<file path="config.mk">
export PLATFORM = sky130hd
export DESIGN_NAME = lsf_top
export DESIGN_NICKNAME = d
export VERILOG_FILES = /design/src/lsf_pkg.sv /design/src/lsf_top.sv /design/src/lsf_sync.sv /design/src/lsf_fifo.sv
export VERILOG_INCLUDE_DIRS = /design/src
export SDC_FILE = /design/constraint.sdc
export NUM_CORES = 2
export LEC_CHECK = 0
export ABC_AREA = 1
export BUFFER_PORTS_ARGS = -buffer_cell sky130_fd_sc_hd__buf_2
export CAP_MARGIN = 20
export CORE_ASPECT_RATIO = 1.25
export CORE_MARGIN = 1
export CORE_UTILIZATION = 25
export DETAILED_ROUTE_END_ITERATION = 10
export GPL_ROUTABILITY_DRIVEN = 0
export GPL_TIMING_DRIVEN = 1
export PLACE_DENSITY = 0.42
export SLEW_MARGIN = 20
export SYNTH_ARGS = -nofsm -noshare
export SYNTH_HDL_FRONTEND = slang
export SYNTH_SLANG_ARGS = --single-unit
export TNS_END_PERCENT = 1
</file>
<file path="constraint.sdc">
create_clock -name clk -period 4.75 [get_ports clk]
set_clock_uncertainty 0.1 [all_clocks]
set_input_delay 0.95 -clock clk [delete_from_list [all_inputs] [get_ports clk]]
set_output_delay 0.95 -clock clk [all_outputs]
set_load 0.01 [all_outputs]
</file>
<file path="src/lsf_cfg.svh">
`ifndef LSF_CFG_SVH
`define LSF_CFG_SVH

// Register offsets
`define LSF_ADDR_LINE_STATUS   8'h04
`define LSF_ADDR_SPECIAL_EN    8'h05
`define LSF_ADDR_SPECIAL_EVT   8'h06
`define LSF_ADDR_LS_IRQ_EN     8'h03
`define LSF_ADDR_MODE_TWO      8'h0a
`define LSF_ADDR_RX_TIMEOUT    8'h0b
`define LSF_ADDR_TOP_IRQ       8'h02

// Line status bit positions
`define LSF_BIT_CTS            7
`define LSF_BIT_NOISE          5
`define LSF_BIT_BREAK          4
`define LSF_BIT_FRAME          3
`define LSF_BIT_PARITY         2
`define LSF_BIT_OVERRUN        1
`define LSF_BIT_STALE          0

// Mode two bit positions
`define LSF_MODE_MULTIDROP     6
`define LSF_MODE_SPECIAL       4

// Top irq status bit positions
`define LSF_TOP_LINE_ERR       0
`define LSF_TOP_SPECIAL        1

// Reset values and field masks
`define LSF_RST_BYTE           8'h00
`define LSF_EVT_MASK           8'h3f
`define LSF_ZERO_DATA          8'h00

`endif

</file>
<file path="src/lsf_pkg.sv">
package lsf_pkg;
  // Fields stored beside each received word
  typedef struct packed {
    logic noise;
    logic brk;
    logic frame;
    logic par;
    logic [7:0] data;
  } lsf_word_t;

  // Receive event kinds
  typedef enum logic [1:0] {
    LSF_EV_DATA,
    LSF_EV_BREAK
  } lsf_kind_t;
endpackage

</file>
<file path="src/lsf_top.sv">
// Operation
// - Line status shows oldest word flags
// - Status read leaves word flags set
// - Bit 7 follows live clear-to-send level
// - Clear-to-send bit taken from input after reset
// - Noise tags word, bit 5
// - Long low line pushes zero break word
// - Bad stop bit tags framing error, bit 3
// - Parity mismatch tags parity error, bit 2
// - Multidrop stores ninth bit as parity
// - Full fifo drops word, sets overrun
// - Overrun clears on status read or room
// - Stale flag after timeout period expires
// - Read or write restarts timeout, clears flag
// - Zero period disables stale detection
// - Line flags gated by per-bit enables
// - Special enables route event bits
// - Event register clears on read
// - Multidrop address word sets event 5
// - Line break sets event 4
// - Flow characters set events 0 to 3
// - Unused status, event, enable and top irq bits read as zero
// - Line error summary, clears on top read
// - Special summary, clears on top read
`include "lsf_cfg.svh"
`timescale 1ns/10ps
`default_nettype none
module lsf_top
  import lsf_pkg::*;
#(
  parameter int DEPTH = 128,
  parameter int AW    = 7
) (
  // Clock and reset
  input  wire logic       clk,
  input  wire logic       rst,
  // Register port
  input  wire logic [7:0] addr,
  input  wire logic [7:0] wdata,
  input  wire logic       wr,
  input  wire logic       rd,
  output logic      [7:0] rdata,
  // Receiver word events
  input  wire logic       rx_valid,
  input  wire logic [7:0] rx_data,
  input  wire logic       rx_noise,
  input  wire logic       rx_frame_err,
  input  wire logic       rx_parity_err,
  input  wire logic       rx_ninth,
  input  wire logic       rx_break,
  // Flow character matches
  input  wire logic       rx_resume1,
  input  wire logic       rx_resume2,
  input  wire logic       rx_stop1,
  input  wire logic       rx_stop2,
  // Timeout tick and pin
  input  wire logic       char_tick,
  input  wire logic       cts_pin,
  // Receive holding read out
  input  wire logic       hold_rd,
  output logic      [7:0] hold_data,
  output logic            rx_empty,
  // Summary bits
  output logic            line_error_summary,
  output logic            special_event_summary
);
  ////////////////////////////////////////////////////////////////////////
  // Registers and wires
  logic [7:0]  ls_irq_en_ff;
  logic [7:0]  special_char_irq_enable_ff;
  logic [7:0]  special_char_events_ff;
  logic [7:0]  mode_control_two_ff;
  logic [7:0]  receive_timeout_period_ff;
  logic [7:0]  stale_cnt_ff;
  logic        overrun_flag_ff;
  logic        stale_data_flag_ff;
  logic        line_err_ff;
  logic        special_ff;
  logic [7:0]  rdata_ff;
  logic        clear_to_send_level;
  lsf_word_t   head;
  lsf_word_t   wr_word;
  logic        fifo_full;
  logic        fifo_empty;

  // Address decode helper
  function automatic logic hit(input logic [7:0] a, input logic [7:0] ref_a);
    hit = (a == ref_a);
  endfunction

  wire rd_ls    = rd && hit(addr, `LSF_ADDR_LINE_STATUS);
  wire rd_evt   = rd && hit(addr, `LSF_ADDR_SPECIAL_EVT);
  wire rd_top   = rd && hit(addr, `LSF_ADDR_TOP_IRQ);
  wire wr_spen  = wr && hit(addr, `LSF_ADDR_SPECIAL_EN);
  wire wr_lsen  = wr && hit(addr, `LSF_ADDR_LS_IRQ_EN);
  wire wr_mode  = wr && hit(addr, `LSF_ADDR_MODE_TWO);
  wire wr_tmo   = wr && hit(addr, `LSF_ADDR_RX_TIMEOUT);
  wire multidrop = mode_control_two_ff[`LSF_MODE_MULTIDROP];
  wire spec_on   = mode_control_two_ff[`LSF_MODE_SPECIAL];

  ////////////////////////////////////////////////////////////////////////
  // Clear-to-send synchroniser, live level
  lsf_sync u_cts (
    .clk (clk),
    .rst (rst),
    .d   (cts_pin),
    .q   (clear_to_send_level)
  );

  ////////////////////////////////////////////////////////////////////////
  // Word push: break forces zero data, multidrop keeps ninth bit
  wire push = rx_valid || rx_break;
  assign wr_word.data  = rx_break ? `LSF_ZERO_DATA : rx_data;
  assign wr_word.brk   = rx_break;
  assign wr_word.noise = rx_noise && !rx_break;
  assign wr_word.frame = rx_frame_err && !rx_break;
  assign wr_word.par   = rx_break ? 1'b0 :
                         multidrop ? rx_ninth : rx_parity_err;
  wire pop = hold_rd && !fifo_empty;

  // Flags travel inside the fifo entry
  lsf_fifo #(
    .DEPTH (DEPTH),
    .AW    (AW)
  ) u_fifo (
    .clk     (clk),
    .rst     (rst),
    .wr_en   (push),
    .wr_word (wr_word),
    .rd_en   (hold_rd),
    .head    (head),
    .empty   (fifo_empty),
    .full    (fifo_full)
  );

  assign hold_data = fifo_empty ? `LSF_ZERO_DATA : head.data;
  assign rx_empty  = fifo_empty;

  ////////////////////////////////////////////////////////////////////////
  // Line status byte
  wire [5:0] word_flags = fifo_empty ? 6'h00 :
    {head.noise, head.brk, head.frame, head.par, 2'b00};
  wire [7:0] line_status = {clear_to_send_level, 1'b0,
    word_flags[5:2], overrun_flag_ff, stale_data_flag_ff};
  wire [5:0] ls_masked = line_status[5:0] & ls_irq_en_ff[5:0];

  // Special character events
  wire md_addr = rx_valid && multidrop && rx_ninth;
  wire [5:0] evt_set = {md_addr, rx_break,
    spec_on & rx_stop2, spec_on & rx_stop1,
    spec_on & rx_resume2, spec_on & rx_resume1};
  wire [5:0] evt_routed = special_char_events_ff[5:0] &
                          special_char_irq_enable_ff[5:0];

  ////////////////////////////////////////////////////////////////////////
  // Overrun flag: set wins over clear
  // A full fifo refuses the word even when a pop shares the edge
  wire ovr_set = push && fifo_full;
  wire ovr_clr = rd_ls || !fifo_full;
  wire nxt_overrun = ovr_set || (overrun_flag_ff && !ovr_clr);

  // Stale timer
  wire tmo_restart = push || pop;
  wire tmo_off = (receive_timeout_period_ff == `LSF_RST_BYTE);
  wire tmo_hit = char_tick && !fifo_empty && !tmo_off &&
                 (stale_cnt_ff >= receive_timeout_period_ff);

  ////////////////////////////////////////////////////////////////////////
  // Configuration registers
  always_ff @(posedge clk or posedge rst) begin
    if (rst) begin
      ls_irq_en_ff               <= `LSF_RST_BYTE;
      special_char_irq_enable_ff <= `LSF_RST_BYTE;
      mode_control_two_ff        <= `LSF_RST_BYTE;
      receive_timeout_period_ff  <= `LSF_RST_BYTE;
    end else begin
      if (wr_lsen) ls_irq_en_ff <= wdata & `LSF_EVT_MASK;
      if (wr_spen) special_char_irq_enable_ff <= wdata & `LSF_EVT_MASK;
      if (wr_mode) mode_control_two_ff <= wdata;
      if (wr_tmo) receive_timeout_period_ff <= wdata;
    end
  end

  // Event bits, set wins over read clear
  always_ff @(posedge clk or posedge rst) begin
    if (rst) begin
      special_char_events_ff <= `LSF_RST_BYTE;
    end else begin
      special_char_events_ff <= {2'b00, evt_set |
        (rd_evt ? 6'h00 : special_char_events_ff[5:0])};
    end
  end

  // Overrun and stale flags
  always_ff @(posedge clk or posedge rst) begin
    if (rst) begin
      overrun_flag_ff    <= 1'b0;
      stale_data_flag_ff <= 1'b0;
      stale_cnt_ff       <= `LSF_RST_BYTE;
    end else begin
      overrun_flag_ff <= nxt_overrun;
      if (tmo_restart) begin
        stale_cnt_ff       <= `LSF_RST_BYTE;
        stale_data_flag_ff <= 1'b0;
      end else begin
        if (char_tick && !tmo_hit && !fifo_empty) begin
          stale_cnt_ff <= stale_cnt_ff + 8'h01;
        end
        if (tmo_hit) stale_data_flag_ff <= 1'b1;
        if (tmo_off) stale_data_flag_ff <= 1'b0;
      end
    end
  end

  // Summary bits, set wins over top read
  always_ff @(posedge clk or posedge rst) begin
    if (rst) begin
      line_err_ff <= 1'b0;
      special_ff  <= 1'b0;
    end else begin
      line_err_ff <= (|ls_masked) || (line_err_ff && !rd_top);
      special_ff  <= (|evt_routed) || (special_ff && !rd_top);
    end
  end

  assign line_error_summary    = line_err_ff;
  assign special_event_summary = special_ff;

  ////////////////////////////////////////////////////////////////////////
  // Read data mux
  wire [7:0] top_irq = {6'h00, special_ff, line_err_ff};
  wire [7:0] rd_mux =
    hit(addr, `LSF_ADDR_LINE_STATUS) ? line_status :
    hit(addr, `LSF_ADDR_SPECIAL_EN)  ? special_char_irq_enable_ff :
    hit(addr, `LSF_ADDR_SPECIAL_EVT) ? special_char_events_ff :
    hit(addr, `LSF_ADDR_LS_IRQ_EN)   ? ls_irq_en_ff :
    hit(addr, `LSF_ADDR_MODE_TWO)    ? mode_control_two_ff :
    hit(addr, `LSF_ADDR_RX_TIMEOUT)  ? receive_timeout_period_ff :
    hit(addr, `LSF_ADDR_TOP_IRQ)     ? top_irq : `LSF_RST_BYTE;

  // Registered read data
  always_ff @(posedge clk or posedge rst) begin
    if (rst) begin
      rdata_ff <= `LSF_RST_BYTE;
    end else begin
      rdata_ff <= rd ? rd_mux : `LSF_RST_BYTE;
    end
  end

  assign rdata = rdata_ff;

  ////////////////////////////////////////////////////////////////////////
  // Checks
  cts_follow_a: assert property (@(posedge clk) disable iff (rst)
    rd_ls |=> rdata[`LSF_BIT_CTS] == $past(clear_to_send_level))
    else $error("cts bit wrong");
  empty_zero_a: assert property (@(posedge clk) disable iff (rst)
    fifo_empty |-> line_status[5:2] == 4'h0)
    else $error("flags shown while empty");
  ovr_set_a: assert property (@(posedge clk) disable iff (rst)
    (push && fifo_full) |=> overrun_flag_ff)
    else $error("overrun not set");
  ovr_clear_a: assert property (@(posedge clk) disable iff (rst)
    (overrun_flag_ff && rd_ls && !push) |=> !overrun_flag_ff)
    else $error("overrun not cleared");
  stale_clr_a: assert property (@(posedge clk) disable iff (rst)
    tmo_restart |=> !stale_data_flag_ff && stale_cnt_ff == 8'h00)
    else $error("stale not restarted");
  stale_off_a: assert property (@(posedge clk) disable iff (rst)
    tmo_off |=> !stale_data_flag_ff)
    else $error("stale while disabled");
  evt_clear_a: assert property (@(posedge clk) disable iff (rst)
    (rd_evt && evt_set == 6'h00) |=> special_char_events_ff == 8'h00)
    else $error("events not cleared");
  brk_evt_a: assert property (@(posedge clk) disable iff (rst)
    rx_break |=> special_char_events_ff[4])
    else $error("break event missing");
  line_sum_a: assert property (@(posedge clk) disable iff (rst)
    (|ls_masked) |=> line_error_summary)
    else $error("line summary missing");
  spec_sum_a: assert property (@(posedge clk) disable iff (rst)
    (|evt_routed) |=> special_event_summary)
    else $error("special summary missing");

  // Word flag checks, a word into an empty fifo is the head at once
  wire first_word = rx_valid && fifo_empty;
  wire first_brk  = rx_break && fifo_empty;
  noise_tag_a: assert property (@(posedge clk) disable iff (rst)
    first_word |=> line_status[`LSF_BIT_NOISE] == $past(rx_noise))
    else $error("noise flag wrong");
  frame_tag_a: assert property (@(posedge clk) disable iff (rst)
    first_word |=> line_status[`LSF_BIT_FRAME] == $past(rx_frame_err))
    else $error("framing flag wrong");
  par_tag_a: assert property (@(posedge clk) disable iff (rst)
    (first_word && !multidrop) |=>
      line_status[`LSF_BIT_PARITY] == $past(rx_parity_err))
    else $error("parity flag wrong");
  ninth_tag_a: assert property (@(posedge clk) disable iff (rst)
    (first_word && multidrop) |=>
      line_status[`LSF_BIT_PARITY] == $past(rx_ninth))
    else $error("ninth bit wrong");
  brk_word_a: assert property (@(posedge clk) disable iff (rst)
    first_brk |=> line_status[`LSF_BIT_BREAK] && hold_data == `LSF_ZERO_DATA)
    else $error("break word wrong");
  flags_hold_a: assert property (@(posedge clk) disable iff (rst)
    (!fifo_empty && !pop) |=> $stable(line_status[5:2]))
    else $error("word flags moved");
  head_kept_a: assert property (@(posedge clk) disable iff (rst)
    (!fifo_empty && !pop) |=> $stable(hold_data))
    else $error("head word moved");
  unused_zero_a: assert property (@(posedge clk) disable iff (rst)
    !line_status[6] && special_char_events_ff[7:6] == 2'b00 &&
    special_char_irq_enable_ff[7:6] == 2'b00)
    else $error("unused bits set");

  // Overrun and stale checks
  keep_full_a: assert property (@(posedge clk) disable iff (rst)
    (push && fifo_full && !pop) |=> fifo_full && $stable(hold_data))
    else $error("full fifo changed");
  room_clear_a: assert property (@(posedge clk) disable iff (rst)
    (overrun_flag_ff && !fifo_full) |=> !overrun_flag_ff)
    else $error("overrun kept with room");
  stale_set_a: assert property (@(posedge clk) disable iff (rst)
    (tmo_hit && !tmo_restart) |=> stale_data_flag_ff)
    else $error("stale not set");
  stale_need_a: assert property (@(posedge clk) disable iff (rst)
    fifo_empty |-> !stale_data_flag_ff)
    else $error("stale while empty");

  // Event and summary checks
  wire [3:0] flow_hit = {rx_stop2, rx_stop1, rx_resume2, rx_resume1};
  addr_evt_a: assert property (@(posedge clk) disable iff (rst)
    (rx_valid && multidrop && rx_ninth) |=> special_char_events_ff[5])
    else $error("address event missing");
  flow_evt_a: assert property (@(posedge clk) disable iff (rst)
    spec_on |=> (special_char_events_ff[3:0] & $past(flow_hit)) ==
      $past(flow_hit))
    else $error("flow event missing");
  flow_off_a: assert property (@(posedge clk) disable iff (rst)
    (!spec_on && !rd_evt && special_char_events_ff[3:0] == 4'h0) |=>
      special_char_events_ff[3:0] == 4'h0)
    else $error("flow event while off");
  line_quiet_a: assert property (@(posedge clk) disable iff (rst)
    (!line_err_ff && ls_masked == 6'h00) |=> !line_error_summary)
    else $error("line summary unmasked");
  spec_quiet_a: assert property (@(posedge clk) disable iff (rst)
    (!special_ff && evt_routed == 6'h00) |=> !special_event_summary)
    else $error("special summary unmasked");
endmodule // lsf_top
`default_nettype wire

</file>
<file path="src/lsf_sync.sv">
`timescale 1ns/10ps
`default_nettype none
module lsf_sync (
  // Clock and reset
  input  wire logic clk,
  input  wire logic rst,
  // Level in and out
  input  wire logic d,
  output logic      q
);
  logic s1_ff;
  logic s2_ff;

  // Two-stage synchroniser
  always_ff @(posedge clk or posedge rst) begin
    if (rst) begin
      s1_ff <= 1'b0;
      s2_ff <= 1'b0;
    end else begin
      s1_ff <= d;
      s2_ff <= s1_ff;
    end
  end

  assign q = s2_ff;
endmodule // lsf_sync
`default_nettype wire

</file>
<file path="src/lsf_fifo.sv">
`timescale 1ns/10ps
`default_nettype none
module lsf_fifo
  import lsf_pkg::*;
#(
  parameter int DEPTH = 128,
  parameter int AW    = 7
) (
  // Clock and reset
  input  wire logic      clk,
  input  wire logic      rst,
  // Write side
  input  wire logic      wr_en,
  input  wire lsf_word_t wr_word,
  // Read side
  input  wire logic      rd_en,
  output lsf_word_t      head,
  output logic           empty,
  output logic           full
);
  lsf_word_t      mem_ff [DEPTH];
  logic [AW-1:0]  wp_ff;
  logic [AW-1:0]  rp_ff;
  logic [AW:0]    cnt_ff;
  wire            do_wr = wr_en && !full;
  wire            do_rd = rd_en && !empty;

  assign empty = (cnt_ff == '0);
  assign full  = (cnt_ff == (AW+1)'(DEPTH));
  assign head  = mem_ff[rp_ff];

  // Storage, words with their flags
  always_ff @(posedge clk) begin
    if (do_wr) begin
      mem_ff[wp_ff] <= wr_word;
    end
  end

  // Pointers and fill level
  always_ff @(posedge clk or posedge rst) begin
    if (rst) begin
      wp_ff  <= '0;
      rp_ff  <= '0;
      cnt_ff <= '0;
    end else begin
      if (do_wr) begin
        wp_ff <= (wp_ff == AW'(DEPTH-1)) ? '0 : wp_ff + 1'b1;
      end
      if (do_rd) begin
        rp_ff <= (rp_ff == AW'(DEPTH-1)) ? '0 : rp_ff + 1'b1;
      end
      cnt_ff <= cnt_ff + (AW+1)'(do_wr) - (AW+1)'(do_rd);
    end
  end
endmodule // lsf_fifo
`default_nettype wire

</file>
## Word level (Yosys, flattened, before mapping)

Memory sizes are Yosys's and may differ from the RTL's.
Index checks and enable logic that the tools add are counted.

| storage, ports and cells | value |
|---|---|
| bits of input ports | 41 |
| bits in writable memories | 1536 |
| memories | 1 |
| flip-flop bits (word level) | 78 |
| logic and storage cells | 104 |
| output and inout port bits | 19 |

Memory list:

| memory | depth | width | rd ports | clocked after memory_dff | wr ports | line | RTL |
|---|---|---|---|---|---|---|---|
| u_fifo.mem_ff | 128 | 12 | 1 | 0 | 1 | lsf_fifo.sv:21 | `lsf_word_t mem_ff [DEPTH];` |

| cells by class | value |
|---|---|
| $add $sub $neg | 5 |
| multiplexer cells | 23 |
| equality and inequality tests | 10 |
| bitwise logic cells | 7 |
| $lt $le $gt $ge | 1 |
| reductions and logical operators | 41 |

Operator list:

| cell | count |
|---|---|
| $mux 8 | 11 |
| $eq 8x3->1 const B | 3 |
| $logic_and 1x1->1 | 22 |
| $eq 8x2->1 const B | 2 |
| $eq 8x4->1 const B | 2 |
| $logic_not 8->1 | 2 |
| $add 7x1->7 const B | 2 |
| $eq 7x7->1 const B | 2 |
| $mux 7 | 2 |
| $and 6x6->6 | 2 |
| $mux 6 | 2 |
| $reduce_or 6->1 | 2 |
| $add 8x1->8 | 1 |
| $add 8x1->8 const B | 1 |
| $eq 8x8->1 const B | 1 |
| $ge 8x8->1 | 1 |
| $sub 8x1->8 | 1 |
| $logic_not 1->1 | 7 |
| $mux 1 | 7 |
| $logic_or 1x1->1 | 6 |
| $or 6x6->6 | 1 |
| $and 1x1->1 | 4 |
| $reduce_bool 3->1 | 1 |
| $mux 2 | 1 |
| $reduce_bool 2->1 | 1 |

## Depth between registers and ports, before layout

| logic depth | value |
|---|---|
| word-level depth | 10 |
| mapped depth | 19 |
| mapped depth without buffers | 19 |

## By module

From an unflattened synthesis, not the netlist that was laid out.

| second synthesis, totals | value |
|---|---|
| cells, all modules | 5859 |
| area, all modules | 66601.4 um^2 |

Modules (own cells, without submodules):

| module | seq. area each (um^2) | times used | cells an instance | area an instance (um^2) |
|---|---|---|---|---|
| lsf_fifo | 46674.8 | 1 | 5436 | 63268.2 |
| lsf_top | 1351.3 | 1 | 420 | 3279.4 |
| lsf_sync | 50.0 | 1 | 3 | 53.8 |

## Worst setup path after synthesis

Ideal clock, no wire load.

| timing | value |
|---|---|
| path type | input to register |
| start | in rx_ninth |
| end | mem u_fifo.mem_ff[0][8] (netlist bit) (data pin) |
| slack | -712 ps |
| setup time | 894 ps |
| required time | 3756 ps |
| stages | 2 |
| buffers on the path | 0 |
| data arrival time | 4469 ps |
| cells stage by stage | nand2_1 a21oi_1 |

RTL lines:

| item | line | RTL |
|---|---|---|
| start: declaration | lsf_top.sv:49 | `input wire logic rx_ninth,` |
| end: declaration | lsf_fifo.sv:21 |  |

## Worst setup path in the final report

| timing | value |
|---|---|
| start | reg u_fifo.rp_ff[0] |
| end | out hold_data[0] |

| between the ends | value |
|---|---|
| cells in the longest elaborated chain, start to end | 2 |

RTL lines:

| item | line | RTL |
|---|---|---|
| start: declaration | lsf_fifo.sv:23 | `logic [AW-1:0] rp_ff;` |
| start signal: assignment | lsf_fifo.sv:50 | `rp_ff <= (rp_ff == AW'(DEPTH-1)) ? '0 : rp_ff + 1'b1;` |
| $mem_v2 128x12 | -- |  |
| $mux 8 | lsf_top.sv:136 | `` assign hold_data = fifo_empty ? `LSF_ZERO_DATA : head.data; `` |
| end: declaration | lsf_top.sv:61 | `output logic [7:0] hold_data,` |

No other way between the ends.

==> results.py <==
metrics = {
    "timing": {
        "finalCritPeriodShare_pct": 98.7,
        "setup_violations": 0,
        "slew_headroom_pct": 31.0,
        "rsz0062_at_grt": "yes",
        "slew_violations": 0,
        "whs_ns": 0.145,
        "fmax_mhz": 213,
        "finalCriticalPeriod_ns": 4.69,
        "final_hold_viol_count": 0,
        "max_slew.worst_pin.slew_ns": 1.03,
    },
    "yosys": {
        "synthArstFlopShare_pct": 4.83,
        "synthFlopType": "edfxtp_1",
        "ys.warnings.count": 0,
        "yosysMostFrequentCell": "edfxtp_1",
        "synth_edf_count": 1536,
        "syn_nets": 5369,
        "avgSynthCellArea_sq_um": 12.4,
        "synthCells": 5304,
        "yosys.area.top_type": "edfxtp_1",
        "ys_types": 44,
        "ys_seq_area_share_pct": 73.3,
        "synth_area_leaders": "edfxtp_1 70%, nand2_1 8.0%, nand3_1 3.2%",
        "yosysTopAreaCellShare_pct": 70.3,
        "synth_commonest_cells": "1536 x edfxtp_1, 1407 x nand2_1, 421 x nor2_1, 419 x nand3_1, 297 x o21ai_0",
        "synth_seq_cells": 1614,
        "syn_area_sq_um": 65600,
    },
    "final_layout": {
        "final_cells": 9137,
        "syn_to_final_growth_pct": 18.5,
        "fin_util_pct": 29.9,
        "final_nets": 5597,
        "drive_above_1_share_pct": 11.9,
    },
    "die": {
        "coreArea_sq_um": 260000,
        "start_util_pct": 25.2,
        "rows": 209,
        "die_y_microns": 575,
        "dieWidth_microns": 460,
        "io_pins": 60,
        "die_area_sq_um": 265000,
    },
    "routing": {
        "via_per_inst": 4.60,
        "wl_per_cell_microns": 23.1,
        "first_iter_violations": 3603,
        "first_pass_iters": 5,
        "finalWirelength_microns": 211000,
        "drc": 0,
        "ant_nets": 0,
        "vias": 42000,
    },
    "worst_hold_path": {
        "hold_class": "in -> reg",
    },
    "critical_path": {
        "crit_fanout": 18,
        "worstSetupStartpointType": "flop",
        "crit_path_end": "hold_data[0]",
        "crit_path_end_kind": "output pin",
        "r2r_end": "u_fifo.cnt_ff[6]",
        "critPathKind": "reg -> out",
        "r2r_start": "u_fifo.cnt_ff[2]",
        "cp.arrival_ns": 3.64,
        "crit_required_ns": 3.70,
        "regToRegSetupSlack_ns": 1.27,
        "r2r_cells": 17,
        "startpoint": "u_fifo.rp_ff[0]",
    },
    "pwr": {
        "ir_drop_mv": 0.340,
        "power.density_nw_per_um2": 555,
        "p_total_mw": 43.2,
        "leakage_nw": 27.6,
    },
    "grt": {
        "antenna_found_initial": 2,
        "grt_pass1_wl_microns": 303000,
        "track_usage_pct": 15.6,
        "grt_pass1_vias": 41600,
        "grt-ovfl-total": 0,
        "grt_max_degree": 129,
    },
    "cts": {
        "htreeDepth": 4,
        "cts_root_buffer": "clkbuf_16",
        "path_clk_slew_ns": 0.06,
        "clock_latency_ns": 0.82,
        "cts_made_buffers": 171,
        "cts_sinks": 1614,
        "ctsLongestPathBuffers": 4,
        "cts_tree": "yes",
    },
    "placed_design": {
        "dp_hpwl_microns": 120000,
        "place_inst": 8806,
        "portBuffers": 59,
    },
    "run_status": {
        "status": "finished clean",
    },
    "run": {
        "drv_cap": 0,
    },
}
-- placed cells by master, fill, tap and decap left out, drive strengths merged, types with 3 or more instances in the layout --
| cell type | netlist | final |
|---|---|---|
| bufbuf | 0 | 9 |
| a21boi | 7 | 7 |
| xor2 | 13 | 13 |
| nor3 | 14 | 14 |
| nor3b | 3 | 3 |
| dfrtp | 78 | 78 |
| clkbuf | 108 | 208 |
| clkinvlp | 0 | 3 |
| nor4 | 5 | 5 |
| a211oi | 9 | 9 |
| bufinv | 0 | 11 |
| o21ai | 299 | 299 |
| a21oi | 234 | 234 |
| nand2 | 1408 | 1409 |
| nand4 | 4 | 4 |
| nor2 | 423 | 423 |
| o22ai | 124 | 124 |
| diode | 0 | 4 |
| clkinv | 3 | 75 |
| mux2i | 120 | 120 |
| edfxtp | 1536 | 1536 |
| buf | 211 | 357 |
| and3 | 8 | 8 |
| ha | 23 | 23 |
| nand3 | 419 | 419 |
| o211ai | 133 | 133 |
| inv | 107 | 112 |
-- how the worst min path moves through the flow --
| stage | startpoint | to | slack, ns | cells past startpoint |
|---|---|---|---|---|
| 2_1_floorplan | u_cts.s1_ff | u_cts.q | 0.23 | 0 |
| 3_3_place_gp | u_cts.s1_ff | u_cts.q | 0.24 | 0 |
| 3_5_place_dp | u_cts.s1_ff | u_cts.q | 0.25 | 0 |
| 4_1_cts | cts_pin | u_cts.s1_ff | 0.07 | 1 |
| 5_1_grt | cts_pin | u_cts.s1_ff | 0.10 | 1 |
| 6_report | cts_pin | u_cts.s1_ff | 0.14 | 1 |
-- report_power, final --
| part | internal [mW] | switching (mW) |
|---|---|---|
| Sequential | 16.1 | 0.236 |
| Clock | 7.30 | 5.63 |
| Combinational | 4.09 | 9.79 |
| Total | 27.5 | 15.7 |
-- worst max-delay path, stage by stage, from the launching register on --
cell,delay (ns)
dfrtp_4,0.56
buf_12,0.20
inv_12,0.14
buf_16,0.18
buf_6,0.20
nor2_1,0.05
o22ai_1,0.20
nand2_1,0.10
o211ai_1,0.16
nand2_1,0.23
nand2_1,0.11
nand2_1,0.05
nand3_1,0.15
and3_2,0.27
buf_2,0.15
-- metal layers --
layer  vias up  share of wire [%]  wire (microns)  track usage [%]
li1      19400                  -               -                -
met3       259                4.0            8550             1.61
met2       983                 49          104000             26.7
met5         -                  0               0                0
met4         0                2.4            5140             4.01
met1     21300                 45           94200             20.9
-- stage by stage --
| step | setup TNS (ns) | instance area (sq um) | setup slack [ns] |
|---|---|---|---|
| 5_1_grt | -0.0905 | 77800 | -0.0267 |
| 4_1_cts | -0.0261 | 77600 | -0.0261 |
| 2_1_floorplan | -372.68 | 65600 | -0.291 |
| 3_3_place_gp | 0 | 71500 | 0.542 |
| 3_5_place_dp | 0 | 71600 | 0.505 |
| 6_report | 0 | 77800 | 0.0627 |
-- cell type report --
cell class                 count  area [sq um]
inverter                     110           450
tap                         3481          4360
timing repair buffer         370          3820
multi-input combinational   3262         15800
clock buffer                 205          4490
clock inverter                88           718
fill                       26300        182000
sequential                  1614         48100
timing repair inverter         3          36.3
antenna                        4          10.0
-- state kept, by name, summed over array words and instances, names as in the netlist, 7 cells and up --
register and count:
u_fifo.rp_ff 7, mode_control_two_ff 8, u_fifo.wp_ff 7, u_fifo.mem_ff 1536, u_fifo.cnt_ff 8, receive_timeout_period_ff 8
stale_cnt_ff 8, rdata 8
-- timing repair --
item,CTS,global route
setup endpoints to repair,8,8
cloned,14,3
hold buffers,1,0
gates resized for setup,64,21
pin swaps,6,6
hold endpoints to repair,9,0
setup buffers,13,3
-- kinds of logic (layout without fill, tap and decap cells) --
group / Yosys count / after routing / share of synthesized area, %
AOI/OAI and AO/OA: 819 / 819 / 7.11
xor gates and xnor gates: 14 / 14 / 0.187
adders and majority gates: 24 / 24 / 0.469
buffers and inverters: 429 / 776 / 3.15
DFF: 1614 / 1614 / 73.3
muxes: 120 / 120 / 1.83
other: 0 / 4 / 0
and+or+nand+nor: 2284 / 2285 / 14.0
(Power assumes the default switching activity.)
